$ cat config.mk
export PLATFORM = sky130hd
export DESIGN_NAME = iipi_top
export DESIGN_NICKNAME = d
export VERILOG_FILES = /design/src/verilog/iipi_pkg.sv /design/src/verilog/iipi_chan_if.sv /design/src/verilog/iipi_filter.sv /design/src/verilog/iipi_edge.sv /design/src/verilog/iipi_top.sv
export SDC_FILE = /design/constraint.sdc
export NUM_CORES = 2
export LEC_CHECK = 0
export BUFFER_PORTS_ARGS = -buffer_cell sky130_fd_sc_hd__buf_4
export CELL_PAD_IN_SITES_DETAIL_PLACEMENT = 1
export CELL_PAD_IN_SITES_GLOBAL_PLACEMENT = 2
export CORE_UTILIZATION = 43
export CTS_CLUSTER_DIAMETER = 120
export DETAILED_ROUTE_END_ITERATION = 10
export GPL_TIMING_DRIVEN = 0
export PLACE_DENSITY = 0.91
export SYNTH_ARGS = -nofsm -noshare
export SYNTH_HDL_FRONTEND = slang
export SYNTH_SLANG_ARGS = --single-unit
$ cat constraint.sdc
create_clock -name ref_clk -period 6.1 [get_ports ref_clk]
set_input_delay 1.22 -clock ref_clk [delete_from_list [all_inputs] [get_ports ref_clk]]
set_output_delay 1.22 -clock ref_clk [all_outputs]
set_load 0.01 [all_outputs]
$ cat src/verilog/iipi_pkg.sv
// iipi_pkg: constants of the isolated input port with interrupts
// assumes a 10 MHz ref_clk and a 32-byte I/O window
package iipi_pkg;
  localparam int NCH = 128;
  localparam int NIRQ = 16;
  localparam int GRP = 16;
  localparam int AW = 32;
  localparam int DW = 32;
  localparam int OFF_W = 5;
  localparam logic [4:0] OFF_DIN0 = 5'h00;
  localparam logic [4:0] OFF_DIN1 = 5'h04;
  localparam logic [4:0] OFF_DIN2 = 5'h08;
  localparam logic [4:0] OFF_DIN3 = 5'h0c;
  localparam logic [4:0] OFF_FLT = 5'h10;
  localparam logic [4:0] OFF_IEN = 5'h14;
  localparam logic [4:0] OFF_EDGE = 5'h18;
  localparam logic [4:0] OFF_STAT = 5'h1c;
  localparam int CODE_W = 4;
  localparam logic [3:0] FLT_RST = 4'h0;
  localparam logic [3:0] FLT_MAX = 4'h8;
  localparam logic [15:0] IEN_RST = 16'h0000;
  localparam logic [15:0] EDGE_RST = 16'h0000;
  localparam logic [15:0] STAT_RST = 16'h0000;
  localparam logic [1:0] FLT_HITS = 2'h3;
  localparam int PRESC_W = 8;
  localparam int CLK_MHZ = 10;
  localparam int RESP_US = 200;
  localparam int RESP_CYC = RESP_US * CLK_MHZ;
endpackage

$ cat src/verilog/iipi_chan_if.sv
// iipi_chan_if: channel data between top, filter and edge detector
// assumes all users run on ref_clk
`timescale 1ns/1ps
`default_nettype none
interface iipi_chan_if;
  logic [127:0] raw;
  logic [127:0] clean;
  logic [3:0] code;
  logic [15:0] edgeSel;
  logic [15:0] edgeEvt;
  modport top (output raw, output code, output edgeSel,
               input clean, input edgeEvt);
  modport flt (input raw, input code, output clean);
  modport edg (input clean, input edgeSel, output edgeEvt);
endinterface
`default_nettype wire

$ cat src/verilog/iipi_filter.sv
// iipi_filter: anti-chatter filter on every input channel
// assumes raw data already synchronised to ref_clk
`timescale 1ns/1ps
`default_nettype none
module iipi_filter (
  input wire logic ref_clk,
  input wire logic rst,
  input wire logic ce,
  iipi_chan_if.flt ch
);
  import iipi_pkg::*;
  logic [PRESC_W-1:0] presc_q;
  logic [1:0] hit_q [NCH];
  logic [127:0] clean_q;
  logic [8:0] mask;
  logic tick;

  assign mask = (9'h1 << ch.code) - 9'h1;
  assign tick = ((presc_q & mask[7:0]) == 8'h00);
  assign ch.clean = clean_q;

  always_ff @(posedge ref_clk) begin
    if (rst) begin
      presc_q <= '0;
    end else if (ce) begin
      presc_q <= presc_q + 8'h01;
    end
  end

  // code 0 passes data straight, else four agreeing ticks
  always_ff @(posedge ref_clk) begin
    if (rst) begin
      clean_q <= '0;
      for (int i = 0; i < NCH; i++) hit_q[i] <= 2'h0;
    end else if (ce) begin
      for (int i = 0; i < NCH; i++) begin
        if (ch.code == 4'h0) begin
          clean_q[i] <= ch.raw[i];
          hit_q[i] <= 2'h0;
        end else if (ch.raw[i] == clean_q[i]) begin
          hit_q[i] <= 2'h0;
        end else if (tick) begin
          if (hit_q[i] == FLT_HITS) begin
            clean_q[i] <= ch.raw[i];
            hit_q[i] <= 2'h0;
          end else begin
            hit_q[i] <= hit_q[i] + 2'h1;
          end
        end
      end
    end
  end
endmodule
`default_nettype wire

$ cat src/verilog/iipi_edge.sv
// iipi_edge: edge events on the interrupt-capable channels
// assumes clean data from the filter on the same clock
`timescale 1ns/1ps
`default_nettype none
module iipi_edge (
  input wire logic ref_clk,
  input wire logic rst,
  input wire logic ce,
  iipi_chan_if.edg ch
);
  import iipi_pkg::*;
  logic [15:0] prev_q;
  logic [15:0] rise;
  logic [15:0] fall;

  always_ff @(posedge ref_clk) begin
    if (rst) begin
      prev_q <= '0;
    end else if (ce) begin
      prev_q <= ch.clean[NIRQ-1:0];
    end
  end

  assign rise = ch.clean[NIRQ-1:0] & ~prev_q;
  assign fall = ~ch.clean[NIRQ-1:0] & prev_q;
  // select 0 rising, 1 falling
  assign ch.edgeEvt = ce ? ((rise & ~ch.edgeSel) | (fall & ch.edgeSel))
                       : 16'h0000;
endmodule
`default_nettype wire

$ cat src/verilog/iipi_top.sv
// iipi_top: 128-channel isolated input port with edge interrupts
// assumes a plain register port on ref_clk and a host-set I/O base
//
// Design decisions made here: strobed register access and the register addresses.
`timescale 1ns/1ps
`default_nettype none
module iipi_top (
  input wire logic ref_clk,
  input wire logic rst,
  input wire logic ce,
  input wire logic [iipi_pkg::NCH-1:0] pinLevel,
  input wire logic [iipi_pkg::AW-1:0] ioBase,
  input wire logic [iipi_pkg::AW-1:0] addr,
  input wire logic [iipi_pkg::DW-1:0] wrData,
  input wire logic wrStb,
  input wire logic rdStb,
  output logic [iipi_pkg::DW-1:0] rdData,
  output logic irq,
  output logic intaNOut,
  output logic intaNOeN
);
  import iipi_pkg::*;

  iipi_chan_if ch ();

  logic [127:0] sync1_q;
  logic [127:0] sync2_q;
  logic [127:0] sync3_q;
  logic [127:0] level_q;
  logic [3:0] flt_q;
  logic [15:0] ien_q;
  logic [15:0] edge_q;
  logic [15:0] stat_q;
  logic [15:0] stat_d;
  logic [31:0] rdData_q;
  logic [31:0] rdVal;
  logic hit;
  logic [4:0] off;
  logic wrHit;
  logic rdHit;

  ////////////////////////////////////////////////////////////////////
  // input synchroniser, negative logic

  always_ff @(posedge ref_clk) begin
    if (rst) begin
      sync1_q <= '1;
      sync2_q <= '1;
      sync3_q <= '1;
    end else if (ce) begin
      sync1_q <= pinLevel;
      sync2_q <= sync1_q;
      sync3_q <= sync2_q;
    end
  end

  // a bit counts once stages two and three agree
  always_ff @(posedge ref_clk) begin
    if (rst) begin
      level_q <= '1;
    end else if (ce) begin
      for (int i = 0; i < NCH; i++) begin
        if (sync2_q[i] == sync3_q[i]) level_q[i] <= sync3_q[i];
      end
    end
  end

  assign ch.raw = ~level_q;
  assign ch.code = flt_q;
  assign ch.edgeSel = edge_q;

  iipi_filter i_iipi_filter (
    .ref_clk(ref_clk),
    .rst(rst),
    .ce(ce),
    .ch(ch.flt)
  );

  iipi_edge i_iipi_edge (
    .ref_clk(ref_clk),
    .rst(rst),
    .ce(ce),
    .ch(ch.edg)
  );

  ////////////////////////////////////////////////////////////////////
  // register port decode

  assign hit = (addr[AW-1:OFF_W] == ioBase[AW-1:OFF_W]) &&
               (addr[1:0] == 2'h0);
  assign off = addr[OFF_W-1:0];
  assign wrHit = ce && wrStb && hit;
  assign rdHit = ce && rdStb && hit;

  always_ff @(posedge ref_clk) begin
    if (rst) begin
      flt_q <= FLT_RST;
    end else if (wrHit && off == OFF_FLT) begin
      // codes above the limit are stored as FLT_MAX, so flt_q never exceeds code 8
      if (wrData[CODE_W-1:0] > FLT_MAX) flt_q <= FLT_MAX;
      else flt_q <= wrData[CODE_W-1:0];
    end
  end

  always_ff @(posedge ref_clk) begin
    if (rst) begin
      ien_q <= IEN_RST;
    end else if (wrHit && off == OFF_IEN) begin
      ien_q <= wrData[NIRQ-1:0];
    end
  end

  always_ff @(posedge ref_clk) begin
    if (rst) begin
      edge_q <= EDGE_RST;
    end else if (wrHit && off == OFF_EDGE) begin
      edge_q <= wrData[NIRQ-1:0];
    end
  end

  ////////////////////////////////////////////////////////////////////
  // sticky status, write one to clear, set wins

  always_comb begin
    stat_d = stat_q;
    if (wrHit && off == OFF_STAT) stat_d = stat_d & ~wrData[NIRQ-1:0];
    stat_d = stat_d | ch.edgeEvt;
  end

  always_ff @(posedge ref_clk) begin
    if (rst) begin
      stat_q <= STAT_RST;
    end else if (ce) begin
      stat_q <= stat_d;
    end
  end

  assign irq = |(stat_q & ien_q);
  assign intaNOut = 1'b0;
  assign intaNOeN = ~irq;

  ////////////////////////////////////////////////////////////////////
  // read data, valid only in the cycle after the strobe

  always_comb begin
    unique case (off)
      OFF_DIN0: rdVal = ch.clean[31:0];
      OFF_DIN1: rdVal = ch.clean[63:32];
      OFF_DIN2: rdVal = ch.clean[95:64];
      OFF_DIN3: rdVal = ch.clean[127:96];
      OFF_FLT: rdVal = {28'h0000000, flt_q};
      OFF_IEN: rdVal = {16'h0000, ien_q};
      OFF_EDGE: rdVal = {16'h0000, edge_q};
      OFF_STAT: rdVal = {16'h0000, stat_q};
      default: rdVal = 32'h00000000;
    endcase
  end

  always_ff @(posedge ref_clk) begin
    if (rst) begin
      rdData_q <= '0;
    end else if (ce) begin
      rdData_q <= rdHit ? rdVal : 32'h00000000;
    end
  end

  assign rdData = rdData_q;

  logic [10:0] lagCnt_q;
  logic [127:0] rawPrev_q;
  localparam int RESP_LIM = RESP_CYC;

  always_ff @(posedge ref_clk) begin
    if (rst) begin
      lagCnt_q <= '0;
      rawPrev_q <= '0;
    end else if (ce) begin
      rawPrev_q <= ch.raw;
      if (ch.raw != rawPrev_q || ch.raw == ch.clean) lagCnt_q <= '0;
      else lagCnt_q <= lagCnt_q + 11'h001;
    end
  end
endmodule
`default_nettype wire

=== Word level (Yosys, flattened, before mapping) ===
Memories as Yosys holds them, arrays and structs flattened.
Index checks and enable logic that the tools add are counted.

* Bits of input ports: 229
* Logic and storage cells: 5,312
* Bits in registers: 748
* Bits in read-only memories: 0
* RAM bits: 256
* Latch bits: 0
* Memories kept: 1

{| class="wikitable"
|+ Memory list
! name !! words !! width !! rd ports !! clocked after memory_dff !! write ports !! RTL line !! source
|-
| i_iipi_filter.hit_q || 128 || 2 || 128 || 0 || 128 || iipi_filter.sv:13 || <nowiki>logic [1:0] hit_q [NCH];</nowiki>
|}

* Reduce and logical (&&, ||, !) cells: 399
* Divide/modulo/power cells: 0
* Order comparisons: 1
* Bitwise logic cells: 527
* Shift operators: 1
* Equality and inequality tests: 520
* Add/subtract/negate cells: 130
* Multipliers: 0
* Muxes and demuxes: 3,467

{| class="wikitable"
|+ Operator list
! cell !! number
|-
| 2-to-1 mux 1 bit || 2,950
|-
| 2-to-1 mux 2 bit || 512
|-
| OR 1 bit || 512
|-
| AND reduction 4 bit || 128
|-
| nonzero test 2 bit || 129
|-
| adder 2 x 1 -> 2 bit (second input constant) || 128
|-
| equality test 1 bit || 256
|-
| equality test 2 bit (second input constant) || 128
|-
| case mux 32 bit (8 select lines) || 1
|-
| AND reduction 2 bit || 128
|-
| != test 2 x 1 -> 1 bit (second input constant) || 102
|-
| NOT 128 bit || 1
|-
| AND 16 bit || 6
|-
| NOT 16 bit || 4
|-
| != test 2 bit (second input constant) || 26
|-
| 2-to-1 mux 16 bit || 2
|-
| 2-to-1 mux 32 bit || 1
|-
| OR 16 bit || 2
|-
| equality test 27 bit || 1
|-
| equality test 5 bit (second input constant) || 4
|-
| OR reduction 16 bit || 1
|-
| equality test 5 x 4 -> 1 bit (second input constant) || 2
|-
| logical AND 1 bit || 9
|-
| adder 8 x 1 -> 8 bit (second input constant) || 1
|-
| other kinds (11) || 11
|}

=== Logic depth before layout (Yosys ltp) ===
* Word-level depth: 12
* Gate-level depth with buffers: 15
* Mapped depth without buffers: 9

=== Hierarchy ===
A second synthesis with hierarchy kept.

* Cell total of the unflattened synthesis: 4,930
* Area, all modules: 47,105.2 um^2

{| class="wikitable"
|+ Modules (own cells, without submodules)
! module !! times used !! area an instance (um^2) !! cells each !! seq. area each (um^2)
|-
| iipi_top || 1 || 24,852.6 || 2,628 || 11,931.4
|-
| iipi_filter || 1 || 21,265.4 || 2,199 || 10,410.0
|-
| iipi_edge || 1 || 987.2 || 103 || 320.3
|}

=== Least setup slack after synthesis ===
No wires, ideal clock.

* Path kind: in2reg
* Start: input port ce
* End: register edge_q[10] (netlist: ch.edgeSel[10])
* Stages on the path: 8
* Setup slack: 2.639 ns
* Arrival: 3.333 ns
* Buffers on the path: 2
* Setup time: 0.128 ns
* Required time: 5.972 ns
* Cell sequence: clkbuf_1 or3b_2 nor4_1 nand4_1 nor4_4 buf_4 mux2i_1 nor2_1

* Cells in the longest elaborated chain, start to end: 3

{| class="wikitable"
|+ RTL lines
! what !! RTL line !! source
|-
| start: declaration || iipi_top.sv:10 || <nowiki>input wire logic ce,</nowiki>
|-
| logical AND 1 bit (2 in a row) || iipi_top.sv:92 || <nowiki>assign wrHit = ce && wrStb && hit;</nowiki>
|-
| logical AND 1 bit || iipi_top.sv:116 || <nowiki>end else if (wrHit && off == OFF_EDGE) begin</nowiki>
|-
| end signal: assignment || iipi_top.sv:117 || <nowiki>edge_q <= wrData[NIRQ-1:0];</nowiki>
|-
| end: declaration || iipi_top.sv:32 || <nowiki>logic [15:0] edge_q;</nowiki>
|}

No other way between the ends.
A chain may end at the register's enable or synchronous reset.

==> summary.txt <==
Global route
  • Overflow after GRT: 0
  • Vias in the first global route: 38300
  • GRT Util Overall: 0.309
  • Initial antenna violation count: 3
  • Pin count of the biggest net entering global routing: 16
  • First-pass GRT wire length: 247000 µm

Cells and area
  • Share of cells above drive strength 1: 0.104
  • Post-Layout Cell Count: 6424
  • Final #Nets: 5312
  • # fillers: 11700
  • Area delta synth->final: 15.9%

Power and ir drop
  • Clk pwr share: 0.444
  • Internal: 11.5 mW
  • Logic gate share of total power: 0.079
  • Max VDD drop: 0.224 mV
  • Sw frac: 0.253
  • Tot Pwr: 15.4 mW
  • Pwr Density: 294 nW/µm²
  • Net Switching: 3.90 mW
  • Part of the power in registers: 0.477
  • Leakage: 22.0 nW

Synthesis
  • Main area contributors after synthesis: dfxtp_1, edfxtp_1, a21oi_1
  • Synth warnings: 0
  • Sequential area share after synthesis: 0.500
  • Synth top area share: 0.330
  • Synth area leader: dfxtp_1
  • Top FF cell, synth: dfxtp_1
  • Synth top cells by count: dfxtp_1, a21oi_1, nor2b_1
  • Mean post-synth cell area: 9.86 µm²
  • Yosys reg bits: 1004
  • Post-synthesis cell count: 4602
  • Fraction of registers with async set/reset: 0
  • Distinct cell type count after synthesis: 52
  • Synthesized area: 45400 µm²
  • Count leader, synth: dfxtp_1
  • Synth Net Count: 4961
  • Number of enable flip-flop cells after synthesis: 256

Hold path
  • Worst min path class: flop to flop
  • Worst Hold Depth: 2

Clocking
  • Post-CTS Setup Bufs: 0
  • Clk sinks: 1004
  • Clk_lat worst skew: 0.72 ns
  • H-tree lvl count: 3
  • # resized after CTS: 0
  • Clock Path Buffers: 3
  • CTS tree: yes
  • Clock root buffer: clkbuf_16
  • Clk pin slew, worst setup/hold paths: 0.06 ns
  • CTS Buf Count: 111
  • CTS Hold Bufs: 0

STA
  • Worst slew pin tran: 1.46 ns
  • Final Hold Viols: 0
  • Clock Skew: 0.0347 ns
  • RSZ-0062 raised after global routing: false
  • Fin crit share: 0.796
  • Worst slew margin: 0.0276
  • Final setup fails: 0
  • Fmax: 206 MHz
  • Slew Limit Fails: 0
  • Min Tclk post-route: 4.86 ns
  • Setup tns final: 0 ns
  • Hold_ws: 0.450 ns

Die
  • Core box area: 104000 µm²
  • Number of primary I/O pins: 264
  • Die Y: 327 µm
  • Die area: 107000 µm²
  • Starting Density: 0.436
  • Row cnt: 118
  • Die width: 327 µm

Place
  • Cell total after placement: 6220
  • Port Buffers: 238
  • Gpl congestion: 0.945
  • DP HPWL: 124000 µm

Status
  • Outcome: finished, final reports clean

Critical path
  • CP Capture Type: flop
  • Req. time, crit path: 6.66 ns
  • Critical path arrival: 5.42 ns
  • Register-to-Register Setup Slack: 1.47 ns
  • R2R depth: 15
  • Worst setup SP type: primary input
  • Crit Path Max Fanout: 10
  • Setup CP Type: primary input to flop

Route
  • Iteration-0 DRC Markers: 3454
  • Drt first pass iters: 9
  • Routed Antenna Nets: 0
  • Total wire length: 169000 µm
  • # DRC: 0
  • DR vias/cell: 5.91
  • Routed vias: 38000
  • Wirelength per Cell: 26.3 µm

Job
  • Number of max-cap violations: 0
==> layout make-up <==
class,count,area (µm²),share of cell area
antenna,1,2.50,0.0000476
buffer,335,1380,0.0262
clock buffer,165,3300,0.0627
clock inverter,38,404,0.00769
inverter,316,1190,0.0226
multi-input combinational,2947,20100,0.383
sequential,1004,22700,0.431
tap,1380,1730,0.0328
timing repair buffer,238,1790,0.0340
==> cell families (layout without fill, tap and decap cells) <==
kind of cell,Yosys count,after routing,synth area share
AO/OA/AOI/OAI,1386,1386,0.203
AND/OR/NAND/NOR,1148,1148,0.145
flip-flops,1004,1004,0.500
buffers and inverters,651,1092,0.0565
XOR/XNOR,161,161,0.0311
adder cells (fa/ha/maj),130,130,0.0359
multiplexers,121,121,0.0286
other,1,2,0.0000827
==> layer usage <==
metal / GRT usage / wire length (µm)
met4: 0.156 / 8920
met3: 0.0562 / 14700
met5: 0 / 7
met1: 0.407 / 70300
met2: 0.484 / 74700
==> through the flow <==
step | area (µm²) | util | worst slack [ns]
global route | 52600 | 0.505 | 1.27
finish | 52600 | 0.505 | 1.24
detailed placement | 48900 | 0.470 | 0.627
CTS | 52600 | 0.505 | 1.34
global placement | 48900 | 0.470 | 0.111
floorplan | 45400 | - | 2.64
==> flip-flops by register name, summed over array words and instances, names as in the netlist, 32 cells and up <==
name and count:
i_iipi_filter.hit_q 256, i_iipi_filter.ch.clean 128, level_q 128, sync1_q 128, sync2_q 128, sync3_q 128, rdData 32
==> power by group through the flow <==
stage	logic, mW	clock network, mW	registers (mW)
floorplan	0.754	0	7.37
global placement	1.16	0	7.48
detailed placement	1.20	0	7.50
CTS	1.21	6.90	7.36
global route	1.33	7.17	7.39
finish	1.22	6.85	7.37
==> path summary, 6_finish.rpt <==
kind / startpoint / end
worst min-delay path: sync3_q[77] / sync3_q[77]
worst max register to register: ch.code[0] / i_iipi_filter.hit_q[48][3]
worst max-delay path: ce / i_iipi_edge.prev_q[3]
worst min register to register: sync3_q[77] / sync3_q[77]
==> worst max-delay path: stages <==
cell      delay [ns]
clkbuf_1        0.52
clkbuf_1        0.63
clkbuf_1        1.03
clkbuf_1        0.90
clkbuf_1        0.73
mux2i_1         0.27
nor2_1          0.06
==> cells in the final DEF (no fill, tap or decap), types with 19 or more instances in the layout <==
master     netlist  layout
nand2_1         59      59
clkbuf_8         0      23
nor2b_1        340     340
or3b_1          35      35
xor2_1         120     120
a21oi_1        512     512
buf_2           22      23
clkbuf_1       276     303
o21bai_1       129     129
and2_1          33      33
o21ai_0        135     135
clkinv_2         0      19
mux2i_1         53      53
buf_1           23      22
xnor2_1         41      41
nor2_1         259     259
ha_1           130     130
clkbuf_16        0     115
inv_1          315     315
edfxtp_1       256     256
a211oi_1       122     122
a22oi_1         85      85
dfxtp_1        748     748
nor4_1         200     200
a211o_1        286     286
a21o_1          77      77
mux2_2          68      68
buf_4            3     241
nand2b_1       133     133
Power figures use the tool's default switching activity.
